File: config.mk
export PLATFORM = sky130hd
export DESIGN_NAME = modbus_slave_exception_responder
export DESIGN_NICKNAME = d
export VERILOG_FILES = /design/src/logic/modbus_exc_pkg.sv /design/src/logic/modbus_crc16.sv /design/src/logic/modbus_slave_exception_responder.sv
export SDC_FILE = /design/constraint.sdc
export NUM_CORES = 1
export LEC_CHECK = 0
export BUFFER_PORTS_ARGS = -buffer_cell sky130_fd_sc_hd__buf_2
export CAP_MARGIN = 10
export CORE_AREA = 3 3 81 90
export DETAILED_ROUTE_END_ITERATION = 7
export DIE_AREA = 0 0 84 93
export PLACE_DENSITY = 0.69
export SYNTH_ARGS = -nofsm -noshare
export SYNTH_HDL_FRONTEND = slang
export SYNTH_SLANG_ARGS = --single-unit
File: constraint.sdc
create_clock -name sys_clk -period 2 [get_ports sys_clk]
set_input_delay 0.4 -clock sys_clk [delete_from_list [all_inputs] [get_ports sys_clk]]
set_output_delay 0.4 -clock sys_clk [all_outputs]
set_load 0.005 [all_outputs]
File: src/logic/modbus_exc_pkg.sv
package modbus_exc_pkg;

    // Byte-oriented framing constants
    localparam int          BYTE_W         = 8;
    localparam int          CRC_W          = 16;
    localparam logic [7:0]  EXC_FLAG       = 8'h80;
    localparam logic [7:0]  FC_FILE_RECORD = 8'h14;
    localparam logic [15:0] CRC_INIT       = 16'hFFFF;
    localparam logic [15:0] CRC_POLY       = 16'hA001;

    // Exception codes carried in the data field
    localparam logic [7:0]  EXC_ILLEGAL_FUNC  = 8'h01;
    localparam logic [7:0]  EXC_ILLEGAL_ADDR  = 8'h02;
    localparam logic [7:0]  EXC_ILLEGAL_VALUE = 8'h03;
    localparam logic [7:0]  EXC_DEVICE_FAIL   = 8'h04;
    localparam logic [7:0]  EXC_DEVICE_BUSY   = 8'h06;
    localparam logic [7:0]  EXC_NEG_ACK       = 8'h07;
    localparam logic [7:0]  EXC_BUF_OVERFLOW  = 8'h09;

    // Decoded query as handed over by the frame receiver
    typedef struct packed {
        logic [7:0] slaveAddr;
        logic [7:0] funcCode;
        logic       commError;
        logic       illegalFunc;
        logic       badAddress;
        logic       badValue;
        logic       deviceFail;
        logic       devBusy;
        logic       cannotProcess;
        logic       bufferOverflow;
    } query_s;

    // Reply sequencer states
    typedef enum logic [2:0] {
        ST_IDLE,
        ST_ADDR,
        ST_FUNC,
        ST_CODE,
        ST_PAY,
        ST_CRCLO,
        ST_CRCHI
    } state_e;

endpackage : modbus_exc_pkg

File: src/logic/modbus_crc16.sv
`timescale 1ns/1ps

module modbus_crc16
    import modbus_exc_pkg::*;
#(
    parameter int DATA_W = BYTE_W
)
(
    input  wire logic                sys_clk,
    input  wire logic                reset_n,
    input  wire logic                init,
    input  wire logic                update,
    input  wire logic [DATA_W-1:0]   dataIn,
    output logic      [CRC_W-1:0]    crcNext,
    output logic      [CRC_W-1:0]    crcVal
);

    logic [CRC_W-1:0] crc_reg;
    logic [CRC_W-1:0] stage [0:DATA_W];

    // Refuse widths the shift chain cannot pad
    if (DATA_W < 1 || DATA_W >= CRC_W)
    begin : g_bad_width
        $error("modbus_crc16: DATA_W must be 1 to 15");
    end

    // Reflected polynomial, one shift per data bit
    assign stage[0] = crc_reg ^ {{(CRC_W-DATA_W){1'b0}}, dataIn};
    for (genvar i = 0; i < DATA_W; i++)
    begin : g_shift
        assign stage[i+1] = stage[i][0] ? ((stage[i] >> 1) ^ CRC_POLY)
                                        : (stage[i] >> 1);
    end
    assign crcNext = stage[DATA_W];
    assign crcVal  = crc_reg;

    // Running remainder, restarted for each reply
    always_ff @(posedge sys_clk or negedge reset_n)
    begin
        if (!reset_n)
            crc_reg <= CRC_INIT;
        else if (init)
            crc_reg <= CRC_INIT;
        else if (update)
            crc_reg <= crcNext;
    end

endmodule : modbus_crc16

File: src/logic/modbus_slave_exception_responder.sv
// Functional notes
// - Normal reply echoes the query function code
// - Corrupted query is dropped with no reply
// - Exception reply returns function code plus 80h
// - Exception data field holds one code only
// - Code 01 for a function not permitted
// - Code 02 for a nonexistent coil or register
// - Code 03 for a value out of range
// - Code 04 for a bad internal device state
// - Code 06 when busy; master retries later
// - Code 07 as negative acknowledge
// - Code 09 on buffer overflow, function 20
// - Failed read-03 replies address, 83, 04, CRC
`timescale 1ns/1ps

module modbus_slave_exception_responder
    import modbus_exc_pkg::*;
(
    input  wire logic          sys_clk,
    input  wire logic          reset_n,
    input  wire query_s        query,
    input  wire logic          queryValid,
    output logic               queryReady,
    input  wire logic [7:0]    payData,
    input  wire logic          payValid,
    input  wire logic          payLast,
    output logic               payReady,
    output logic [7:0]         txData,
    output logic               txValid,
    output logic               txLast,
    input  wire logic          txReady,
    output logic               queryDropped
);

    state_e     state_reg;
    logic [7:0] txData_reg;
    logic       txValid_reg;
    logic [7:0] addr_reg;
    logic [7:0] func_reg;
    logic [7:0] code_reg;
    logic       exc_reg;
    logic       payLast_reg;
    logic       dropped_reg;
    logic       qryAcc;
    logic       fire;
    logic       qryExc;
    logic [7:0] qryCode;
    logic [15:0] crcNext;
    logic [15:0] crcVal;

    // Exception choice; first matching condition wins
    function automatic logic [7:0] pickCode(input query_s q);
        logic [7:0] c;
        c = EXC_DEVICE_FAIL;
        if (q.illegalFunc || q.funcCode[7])
            c = EXC_ILLEGAL_FUNC;
        else if (q.badAddress)
            c = EXC_ILLEGAL_ADDR;
        else if (q.badValue)
            c = EXC_ILLEGAL_VALUE;
        else if (q.bufferOverflow && q.funcCode == FC_FILE_RECORD)
            c = EXC_BUF_OVERFLOW;
        else if (q.devBusy)
            c = EXC_DEVICE_BUSY;
        else if (q.cannotProcess)
            c = EXC_NEG_ACK;
        return c;
    endfunction : pickCode

    // Handshake terms
    assign queryReady = (state_reg == ST_IDLE);
    assign qryAcc     = queryValid && queryReady;
    assign fire       = txValid_reg && txReady;
    assign payReady   = (state_reg == ST_PAY) && !txValid_reg;
    assign txData     = txData_reg;
    assign txValid    = txValid_reg;
    assign txLast     = (state_reg == ST_CRCHI);
    assign queryDropped = dropped_reg;
    assign qryCode    = pickCode(query);
    // overflow counts only for function 20
    assign qryExc = query.illegalFunc || query.funcCode[7]
                 || query.badAddress || query.badValue
                 || (query.bufferOverflow && query.funcCode == FC_FILE_RECORD)
                 || query.deviceFail || query.devBusy || query.cannotProcess;

    // Reply sequencer
    always_ff @(posedge sys_clk or negedge reset_n)
    begin
        if (!reset_n)
            state_reg <= ST_IDLE;
        else
            unique case (state_reg)
                ST_IDLE:  if (qryAcc && !query.commError)
                              state_reg <= ST_ADDR;
                ST_ADDR:  if (fire)
                              state_reg <= ST_FUNC;
                ST_FUNC:  if (fire)
                              state_reg <= exc_reg ? ST_CODE : ST_PAY;
                ST_CODE:  if (fire)
                              state_reg <= ST_CRCLO;
                ST_PAY:   if (fire && payLast_reg)
                              state_reg <= ST_CRCLO;
                ST_CRCLO: if (fire)
                              state_reg <= ST_CRCHI;
                ST_CRCHI: if (fire)
                              state_reg <= ST_IDLE;
            endcase
    end

    // Query capture at acceptance
    always_ff @(posedge sys_clk or negedge reset_n)
    begin
        if (!reset_n)
        begin
            addr_reg <= 8'h00;
            func_reg <= 8'h00;
            code_reg <= 8'h00;
            exc_reg  <= 1'b0;
        end
        else if (qryAcc)
        begin
            addr_reg <= query.slaveAddr;
            func_reg <= query.funcCode;
            code_reg <= qryCode;
            exc_reg  <= qryExc;
        end
    end

    // Discard indication, one cycle per dropped query
    always_ff @(posedge sys_clk or negedge reset_n)
    begin
        if (!reset_n)
            dropped_reg <= 1'b0;
        else
            dropped_reg <= qryAcc && query.commError;
    end

    // Outgoing byte and its valid flag
    always_ff @(posedge sys_clk or negedge reset_n)
    begin
        if (!reset_n)
        begin
            txData_reg  <= 8'h00;
            txValid_reg <= 1'b0;
            payLast_reg <= 1'b0;
        end
        else
            unique case (state_reg)
                ST_IDLE:
                    if (qryAcc && !query.commError)
                    begin
                        txData_reg  <= query.slaveAddr;
                        txValid_reg <= 1'b1;
                    end
                ST_ADDR:
                    // echo function; exception sets top bit
                    if (fire)
                        txData_reg <= exc_reg ? (func_reg | EXC_FLAG)
                                              : func_reg;
                ST_FUNC:
                    if (fire)
                    begin
                        // single exception code in data field
                        txData_reg  <= code_reg;
                        txValid_reg <= exc_reg;
                    end
                ST_CODE:
                    if (fire)
                        txData_reg <= crcNext[7:0];
                ST_PAY:
                    if (!txValid_reg && payValid)
                    begin
                        txData_reg  <= payData;
                        txValid_reg <= 1'b1;
                        payLast_reg <= payLast;
                    end
                    else if (fire)
                    begin
                        txData_reg  <= crcNext[7:0];
                        txValid_reg <= payLast_reg;
                    end
                ST_CRCLO:
                    if (fire)
                        txData_reg <= crcVal[15:8];
                ST_CRCHI:
                    if (fire)
                        txValid_reg <= 1'b0;
            endcase
    end

    // CRC over address, function and data bytes
    modbus_crc16 #(
        .DATA_W  (BYTE_W)
    ) u_crc (
        .sys_clk (sys_clk),
        .reset_n (reset_n),
        .init    (qryAcc),
        .update  (fire && (state_reg == ST_ADDR || state_reg == ST_FUNC
                  || state_reg == ST_CODE || state_reg == ST_PAY)),
        .dataIn  (txData_reg),
        .crcNext (crcNext),
        .crcVal  (crcVal)
    );
endmodule : modbus_slave_exception_responder

==> impl_results.md, run 1 <==
* Most frequent cell after synthesis: nand2_1
* TritonCTS Buffers at 5
* Cell taking the most area after synthesis: dfrtp_1
* Postcts setup bufs at 0
* Clock tree buffer depth at 2
* Startpoint Class: flip-flop
* Largest net degree at the start of global routing at 44
* Core Footprint at ~0.0066 mm^2
* DR DRC count at 0
* Crit. End Element: flip-flop
* Comb pwr share at 0.638
* Final setup TNS at 0 ns
* Min cycle time layout at roughly 2.0 ns
* Fmax at 506.4 MHz
* Clk pin slew, worst setup/hold paths at 0.09 ns
* Setup Slack @ Placement at around 0.032 ns
* First-pass GRT wire length at between 10 and 15 mm
* Share of cells above drive strength 1 at 0.3107
* #FFs+latches synth at 43
* DP Wirelength at 5.074 mm
* Worst Clk Skew at between 0.005 and 0.006 ns
* P&R area growth vs syn at 22.60%
* CP max stage delay at approximately 0.56 ns
* Grt total ovfl at 0
* Mapped Nets at roughly 330
* Placed Cells at roughly 430
* Synth area leaders: dfrtp_1, dfstp_2, nand2_1, o21ai_0, a21oi_1
* Max reg flops at 16
* Max-Cap Viols at 0
* Net Sw Frac at 0.4130
* Worst Tran Pin Value at between 0.7 and 0.8 ns
* TritonCTS clock tree: built
* Min-delay worst type: in2async
* Final antenna-violating net count at 0
* Max-slew violation count at 0
* Clock root cell: clkbuf_8
* Total GRT Usage at 0.1812
* Cell Int Power at around 4000 uW
* WS Path Type: reg2reg
* H-tree depth at 2
* Synthesized area per cell at just under 9 um^2
* Total Nets Final at 391
* Status: finished, final reports clean
* CP cell instances: xor2_2, xor2_1, xnor3_2, mux2_4, o31ai_2
* Switch Pwr at between 2000 and 3000 uW
* Leading cell types by count after synthesis: nand2_1, o21ai_0, dfrtp_1
* Post-layout instance area at ~0.0031 mm^2
* Clk sink count at 43
* CTS hold repair buffers at 0
* Slew headroom at 0.5000
* Mapped cell area at between 0.002 and 0.003 mm^2
* Top-area cell type share of the netlist area at 0.2635
* Yosys cell types at 54
* Final Hold Vio Count at 0
* Seq. cell area at between 0.001 and 0.0015 mm^2
* Initial Util at 0.3911
* I/O pin cnt at between 50 and 60
* Worst ir drop on vdd at around 0.001 V
* Via Count at roughly 2,300
* Synth Instances at 295
* DR pass1 iterations at 4
* Die W at about 84 um
* Sequential share of power at 0.260
* Worst skew pair latency at about 0.3 ns
* Synth Flop Type: dfrtp_1
* Fin util at 0.4795
* PwrDens at between 2000 and 2500 mW/mm^2
* P_leak at 0.001485 uW
* Crit Path Max Fanout at 2
* Post-route setup slack at approximately 0.025 ns
* Routability cong. at 0.8543
* Initial antenna violation count at 0
* Row count at 31
* Port bufs at 50
* Worst path slowest cell: dfstp_2
* Fill cells at approximately 650
* Synth Warn # at 0
* Async S/R FF share, synth at 1.000
* Die area at 0.007812 mm^2
* Diode count at 0
* Die Y at 93 um
* Vias in the first global route at 2,288
* RSZ-0062 raised after global routing: true
* Crit share post-route at 0.9874
* Clk pwr share at 0.102
* Detailed-route vias per instance at ~5.3
* WL/cell at about 16 um
* CP Data Arrival Time at about 2.2 ns
* Fin cells at around 440
* Seq/Total Area, Yosys at 0.4275
* # setup viols final at 0
* Final WL at 6.795 mm
* Post-synth EDFFs at 0
* Placed cell area at slightly above 0.003 mm^2
* Iteration-0 DRC Markers at 126
* Number of gates resized after CTS at 0
* Required time of the critical path at between 2 and 2.5 ns
* Footprint of the multi-input gates at about 0.0014 mm^2
[power groups by stage]
stage | combinational [uW] | sequential [uW] | clock, uW
global placement | 4300 | 1780 | 0
finish | 4370 | 1780 | 697
CTS | 4370 | 1780 | 710
global route | 4810 | 1850 | 749
detailed placement | 4340 | 1800 | 0
floorplan | 3150 | 1680 | 0
[layout by cell type, fill, tap and decap left out, types with 7 or more instances in the layout]
cell and n:
nand2_1 48, xnor2_1 8, xor2_1 7, dfstp_2 16, a221o_1 7, inv_1 7
buf_4 19, a21oi_1 25, nor2_1 22, nor3_1 9, buf_2 50, o21ai_0 27
dfrtp_1 27, nand3_1 7
[cell families after synthesis]
logic type | Yosys count | synth area share
and+or+nand+nor | 110 | 0.1996
AOI/OAI and AO/OA | 87 | 0.2177
muxes | 5 | 0.02147
xor gates and xnor gates | 22 | 0.09225
buffers and inverters | 28 | 0.04148
DFF | 43 | 0.4275
[critical path, delay by kind of cell, from the launching register on]
kind | cells | cell delay (ns)
flip-flops | 1 | 0.56
multiplexers | 1 | 0.31
AO/OA/AOI/OAI | 1 | 0.21
XOR/XNOR | 3 | 0.81
[per-layer routing]
layer | wire [um] | vias up | GRT usage
met5 | 0 | - | 0
met4 | 227 | 0 | 0.08043
met3 | 392 | 16 | 0.02996
met2 | 3298 | 83 | 0.3037
met1 | 2876 | 1079 | 0.2304
li1 | - | 1145 | -
[area by class of cell]
type                    count  area share
clock buffers               5     0.02189
clock inverters             3     0.01393
inverters                   9     0.01075
multi-input cells         224      0.4407
flip-flops and latches     43      0.3487
well taps                  82     0.03264
repair buffers             70      0.1314
[per-stage QoR]
step           total power, uW  hold WS, ns
2_1_floorplan             4833       0.1044
3_3_place_gp              6080       0.4633
3_5_place_dp              6141       0.4665
4_1_cts                   6866       0.1805
5_1_grt                   7407       0.2125
6_report                  6855       0.1634
[path summary, 6_finish.rpt]
check                                 from          endpoint  slack (ns)  cells past startpoint
setup / recovery           u_crc.crcVal[3]         txData[0]        0.03                      5
setup reg to reg           u_crc.crcVal[3]         txData[0]        0.03                      5
min in group sys_clk             query[12]       func_reg[4]        0.30                      3
max in group asynchronous          reset_n  u_crc.crcVal[15]        1.46                      2
hold reg to reg                func_reg[4]       func_reg[4]        0.48                      2
hold / removal                     reset_n         txData[5]        0.16                      2
Power figures use the tool's default switching activity.
==> run 2, diff against run 1 <==
--- a/config.mk
+++ b/config.mk
@@ -5,12 +5,13 @@
 export SDC_FILE = /design/constraint.sdc
 export NUM_CORES = 1
 export LEC_CHECK = 0
-export BUFFER_PORTS_ARGS = -buffer_cell sky130_fd_sc_hd__buf_2
-export CAP_MARGIN = 10
+export CAP_MARGIN = 20
 export CORE_AREA = 3 3 81 90
 export DETAILED_ROUTE_END_ITERATION = 7
 export DIE_AREA = 0 0 84 93
-export PLACE_DENSITY = 0.69
+export DONT_BUFFER_PORTS = 1
+export MAX_ROUTING_LAYER = met4
+export PLACE_DENSITY = 0.62
 export SYNTH_ARGS = -nofsm -noshare
 export SYNTH_HDL_FRONTEND = slang
 export SYNTH_SLANG_ARGS = --single-unit
==> run 2 against run 1 <==
First-iteration DRC count is 11% higher. Largest power group unchanged. Via count is 6.7% lower. Hold slack better by 0.014 ns. Sequential power hardly changed. Highest routed layer unchanged.
==> impl_results.md, run 2 (same netlist as run 1, synthesis figures left out) <==
* CP max stage delay at 0.57 ns (about the same)
* DP Wirelength at 5.057 mm (-0.33%)
* Row count at 31 (unchanged)
* CP Data Arrival Time at 2.21 ns (+0.02 ns)
* Iteration-0 DRC Markers at 140 (+11%)
* Core Footprint at 0.006555 mm^2 (unchanged)
* Setup Slack @ Placement at 0.01036 ns (-0.02118 ns)
* Fin cells at 394 (-9.6%)
* Final Hold Vio Count at 0 (unchanged)
* P&R area growth vs syn at 17.23%
* RSZ-0062 raised after global routing: true
* WS Path Type: reg2reg
* Seq. cell area at 0.001096 mm^2 (unchanged)
* Fill cells at 635 (-2.9%)
* WL/cell at 17.20 um (+10%)
* P_leak at 0.001340 uW (-9.8%)
* DR DRC count at 0 (unchanged)
* Fin util at 0.4585 (-0.02100)
* Vias in the first global route at 2,246 (-1.8%)
* I/O pin cnt at 51 (unchanged)
* Worst Tran Pin Value at 0.7857 ns (+0.04106 ns)
* Initial Util at 0.3911 (unchanged)
* Clock tree buffer depth at 2 (unchanged)
* Slew headroom at 0.4724 (-0.02757)
* TritonCTS clock tree: built
* Die W at 84 um (unchanged)
* Clock root cell: clkbuf_8
* Diode count at 0 (unchanged)
* Final antenna-violating net count at 0 (unchanged)
* Initial antenna violation count at 0 (unchanged)
* Crit share post-route at 0.9923 (+0.004898)
* Post-route setup slack at 0.01539 ns (-0.009796 ns)
* Port bufs at 0 (-100%)
* Total Nets Final at 349 (-11%)
* Most common cell after layout, fill and taps aside: nand2_1
* Routability cong. at 0.8311 (-2.7%)
* H-tree depth at 2 (unchanged)
* Crit Path Max Fanout at 2 (unchanged)
* PwrDens at 2313 mW/mm^2 (+6.0%)
* Largest net degree at the start of global routing at 44 (unchanged)
* Crit. End Element: flip-flop
* First-pass GRT wire length at 11.19 mm (+0.37%)
* Max-Cap Viols at 0 (unchanged)
* Detailed-route vias per instance at 5.503 (+3.3%)
* Total GRT Usage at 0.1855 (+0.004320)
* Clk pin slew, worst setup/hold paths at 0.09 ns (about the same)
* Max-slew violation count at 0 (unchanged)
* Max reg flops at 16 (unchanged)
* Clk sink count at 43 (unchanged)
* Die area at 0.007812 mm^2 (unchanged)
* Status: finished, final reports clean
* Startpoint Class: flip-flop
* Delay-heaviest family, CP: XOR/XNOR gates
* Power Total at 6951 uW (+1.4%)
* Placed Cells at 383 (-11%)
* Via Count at 2,168 (-6.7%)
* Min cycle time layout at 1.985 ns (+0.009796 ns)
* Fmax at 503.9 MHz (-0.49%)
* Most frequent cells in the layout: nand2_1, o21ai_0, dfrtp_1, a21oi_1, buf_4
* Worst path buffer plus inverter count at 0 (unchanged)
* TritonCTS Buffers at 5 (unchanged)
* Grt total ovfl at 0 (unchanged)
* Share of cells above drive strength 1 at 0.2276 (-0.08317)
* Worst skew pair latency at 0.31 ns (about the same)
* Final WL at 6.777 mm (-0.26%)
* CP cell instances: xor2_2, xnor2_2, xnor3_2, mux2_4, o31ai_2
* Worst ir drop on vdd at 0.001158 V (+19%)
* Footprint of the multi-input gates at 0.001416 mm^2 (+2.3%)
* Min-delay worst type: in2reg
* # setup viols final at 0 (unchanged)
* Die Y at 93 um (unchanged)
* DR pass1 iterations at 4 (unchanged)
* Required time of the critical path at 2.22 ns (about the same)
* Worst Clk Skew at 0.005242 ns (-0.0006659 ns)
* Worst path slowest cell: dfstp_2
[run 2: changes by cell type in the layout (fill, tap and decap cells not counted), sizes merged]
cell,previous run,this run
bufinv,1,0
dlygate4sd3,0,1
clkinvlp,0,1
clkinv,3,2
buf,70,27
clkbuf,5,6
[run 2: per-layer routing]
layer  routed length (um)  track usage
met2                 3305       0.3031
met3                  291      0.03260
met4                  143      0.07105
met5                    0            -
met1                 3037       0.2311
[run 2: power by group]
part           switching, uW  leakage [uW]  internal, uW
clock                    338     0.0000563           322
sequential               366      0.000497          1410
combinational           2220      0.000786          2290
total                   2930       0.00134          4020
[run 2: path summary, 6_finish.rpt]
check / slack [ns] / start / depth (start not counted) / to
min: 0.18 / query[5] / 1 / code_reg[3]
max in group asynchronous: 1.14 / reset_n / 2 / u_crc.crcVal[12]
max reg2reg: 0.02 / u_crc.crcVal[0] / 5 / txData[0]
min in group asynchronous: 0.59 / reset_n / 2 / txData[7]
max: 0.02 / u_crc.crcVal[0] / 5 / txData[0]
min reg2reg: 0.48 / func_reg[3] / 2 / func_reg[3]
[run 2: layout make-up]
cell class,count,share of cell area
clock buffer,6,0.03122
tap,82,0.03414
clock inverter,2,0.004580
sequential,43,0.3647
multi-input combinational,224,0.4713
timing repair buffer,28,0.08160
inverter,9,0.01249
[run 2: through the flow]
stage | setup TNS, ns | cell area (um^2) | hold slack [ns]
2_1_floorplan | 0 | 2586 | 0.1044
3_3_place_gp | 0 | 2816 | 0.1065
3_5_place_dp | 0 | 2816 | 0.1066
4_1_cts | 0 | 2969 | 0.1797
5_1_grt | -0.07954 | 3005 | 0.1673
6_report | 0 | 3005 | 0.1777
[run 2: what timing repair did]
item,4_1_cts,5_1_grt
gates resized for setup,1,6
setup endpoints to repair,1,9
pin swaps,1,1
setup buffers,0,1
hold buffers,2,0
hold endpoints to repair,43,0
==> run 3, diff against run 2 <==
--- a/config.mk
+++ b/config.mk
@@ -6,12 +6,12 @@
 export NUM_CORES = 1
 export LEC_CHECK = 0
 export CAP_MARGIN = 20
-export CORE_AREA = 3 3 81 90
+export CORE_AREA = 2 2 80 89
 export DETAILED_ROUTE_END_ITERATION = 7
-export DIE_AREA = 0 0 84 93
+export DIE_AREA = 0 0 82 91
 export DONT_BUFFER_PORTS = 1
 export MAX_ROUTING_LAYER = met4
-export PLACE_DENSITY = 0.62
+export PLACE_DENSITY = 0.6
 export SYNTH_ARGS = -nofsm -noshare
 export SYNTH_HDL_FRONTEND = slang
 export SYNTH_SLANG_ARGS = --single-unit
==> constraint.sdc (replaced) <==
create_clock -name sys_clk -period 1.9 [get_ports sys_clk]
set_input_delay 0.38 -clock sys_clk [delete_from_list [all_inputs] [get_ports sys_clk]]
set_output_delay 0.38 -clock sys_clk [all_outputs]
set_load 0.005 [all_outputs]
==> run 3 against run 2 <==
The run now ends with setup timing left. Register-to-register slack got worse by 0.09 ns. Hold slack worse by 0.014 ns. Final cell count rose by 3.3%. Global-route usage increased by 1.9 points. Critical path depth stayed put. Sequential share of layout area shrank 1.5 points. Wire length increased by 2.7%. Sequential power increased by 4%. Non-clock buffer count up 13.
==> impl_results.md, run 3 (same netlist as run 1, synthesis figures left out) <==
* Worst Clk Skew at 0.01424 ns (+0.008998 ns)
* Die W at 82 um (-2.4%)
* Slew headroom at 0.6511 (+0.1787)
* Sequential share of power at 0.233 (-0.023)
* Met2 routed WL at 3.426 mm (+3.7%)
* WL/cell at 17.09 um (-0.62%)
* Final setup TNS at -0.07188 ns (-0.07188 ns)
* Most common cell after layout, fill and taps aside: nand2_1
* TritonCTS clock tree: built
* Total Nets Final at 362 (+3.7%)
* Crit. End Element: flip-flop
* H-tree depth at 2 (unchanged)
* Core Footprint at 0.006516 mm^2 (-0.59%)
* Switch Pwr at 3220 uW (+9.9%)
* Most frequent cells in the layout: nand2_1, buf_4, o21ai_0, dfrtp_1, a21oi_1
* DR DRC count at 0 (unchanged)
* Row count at 31 (unchanged)
* Worst Tran Pin Value at 0.5233 ns (-0.2624 ns)
* Worst path slowest cell: dfstp_2
* CP Data Arrival Time at 2.19 ns (-0.02 ns)
* P&R area growth vs syn at 22.55%
* Iteration-0 DRC Markers at 100 (-29%)
* Die Y at 91 um (-2.2%)
* Final antenna-violating net count at 0 (unchanged)
* Crit Path Max Fanout at 2 (unchanged)
* Initial antenna violation count at 0 (unchanged)
* Clock root cell: clkbuf_8
* Detailed-route vias per instance at 5.459 (-0.78%)
* Max-Cap Viols at 0 (unchanged)
* I/O pin cnt at 51 (unchanged)
* Comb pwr share at 0.669 (+0.020)
* Post-layout instance area at 0.003142 mm^2 (+4.5%)
* Fill cells at 644 (+1.4%)
* Met3 Wirelength at 312 um (+7.2%)
* Footprint of the multi-input gates at 0.001444 mm^2 (+1.9%)
* Largest net degree at the start of global routing at 44 (unchanged)
* WS Path Type: reg2reg
* CP cell instances: xor2_2, xnor2_2, xnor3_2, mux2_4, o31ai_2
* Vias in the first global route at 2,261 (+0.67%)
* Clk pin slew, worst setup/hold paths at 0.10 ns (about the same)
* Post-route setup slack at -0.07188 ns (-0.08727 ns)
* RSZ-0062 raised after global routing: true
* DP Wirelength at 5.129 mm (+1.4%)
* Final WL at 6.957 mm (+2.7%)
* Net Sw Frac at 0.4030 (-0.01836)
* Initial Util at 0.3934 (+0.002328)
* Routability cong. at 0.8273 (-0.46%)
* Worst ir drop on vdd at 0.001436 V (+24%)
* Clock tree buffer depth at 2 (unchanged)
* Fmax at 507.1 MHz (+0.65%)
* Clk pwr share at 0.098 (+0.003)
* Failing checks: setup timing
* First-pass GRT wire length at 11.53 mm (+3.0%)
* Min cycle time layout at 1.972 ns (-0.01273 ns)
* CP max stage delay at 0.57 ns (about the same)
* Top Metal Used: met4
* Setup Slack @ Placement at -0.07975 ns (-0.09011 ns)
* PwrDens at 2543 mW/mm^2 (+10%)
* Total GRT Usage at 0.2046 (+0.01914)
* P_leak at 0.001418 uW (+5.9%)
* Max-slew violation count at 0 (unchanged)
* Final Hold Vio Count at 0 (unchanged)
* Port bufs at 0 (unchanged)
* Status: finished, violations left
* TritonCTS Buffers at 5 (unchanged)
* Crit share post-route at 1.038 (+0.04553)
* Seq. cell area at 0.001097 mm^2 (+0.11%)
* Diode count at 0 (unchanged)
* Cell Int Power at 4771 uW (+19%)
* Min-delay worst type: in2reg
* Grt total ovfl at 0 (unchanged)
* Placed cell area at 0.002892 mm^2 (+2.7%)
* Clk sink count at 43 (unchanged)
* Startpoint Class: flip-flop
* Met1 Wirelength at 3.180 mm (+4.7%)
* # setup viols final at 1 (+1)
* Required time of the critical path at 2.11 ns (-0.11 ns)
* Via Count at 2,222 (+2.5%)
* Max reg flops at 16 (unchanged)
* Worst skew pair latency at 0.31 ns (about the same)
* Die area at 0.007462 mm^2 (-4.5%)
* DR pass1 iterations at 4 (unchanged)
* Share of cells above drive strength 1 at 0.2738 (+0.04628)
## run 3: timing repair
item | 4_1_cts | 5_1_grt
hold buffers | 2 | 0
endpoints found under the setup margin | 4 | 14
pin swaps | 0 | 2
resized for setup | 1 | 12
buffers inserted | 3 | 1
endpoints found under the hold margin | 43 | 0
## run 3: final timing paths
kind	end	from	slack [ns]	cells after the start
max	txData[0]	u_crc.crcVal[0]	-0.07	5
min	code_reg[3]	query[5]	0.16	1
max reg2reg	txData[0]	u_crc.crcVal[0]	-0.07	5
min reg2reg	u_crc.crcVal[5]	u_crc.crcVal[13]	0.47	2
max in group asynchronous	u_crc.crcVal[8]	reset_n	1.05	2
min in group asynchronous	txData[6]	reset_n	0.57	2
## run 3: routing by layer
| layer | vias up | track usage |
|---|---|---|
| met5 | - | - |
| met1 | 1081 | 0.2793 |
| met3 | 4 | 0.03082 |
| met4 | 0 | 0.04167 |
| li1 | 1085 | - |
| met2 | 52 | 0.3232 |
## run 3: worst max-delay path, delay by kind of cell (launching register included)
kind	cells	cell delay (ns)
mux	1	0.31
flops	1	0.57
xor+xnor	3	0.79
compound gates	1	0.20
## run 3: area by class of cell
class | instances | share of cell area
tap | 82 | 0.03266
inverter | 9 | 0.01075
clock inverter | 2 | 0.01235
timing repair buffer | 41 | 0.1091
multi-input combinational | 224 | 0.4596
sequential | 43 | 0.3493
clock buffer | 6 | 0.02628
## run 3: power groups by stage
| stage | combinational, uW | sequential, uW | clock (uW) |
|---|---|---|---|
| 3_3_place_gp | 4780 | 1840 | 0 |
| 3_5_place_dp | 4810 | 1860 | 0 |
| 2_1_floorplan | 3320 | 1770 | 0 |
| 5_1_grt | 5880 | 1930 | 832 |
| 4_1_cts | 5020 | 1840 | 798 |
| 6_report | 5340 | 1860 | 784 |
## run 3: metrics by stage
step / total power (uW) / util / instances / hold WS [ns]
floorplan: 5087 / - / 295 / 0.08441
CTS: 7661 / 0.4716 / 406 / 0.1641
global placement: 6615 / 0.4437 / 393 / 0.08635
detailed placement: 6675 / 0.4437 / 393 / 0.08643
global route: 8641 / 0.4821 / 407 / 0.1600
finish: 7990 / 0.4821 / 407 / 0.1634
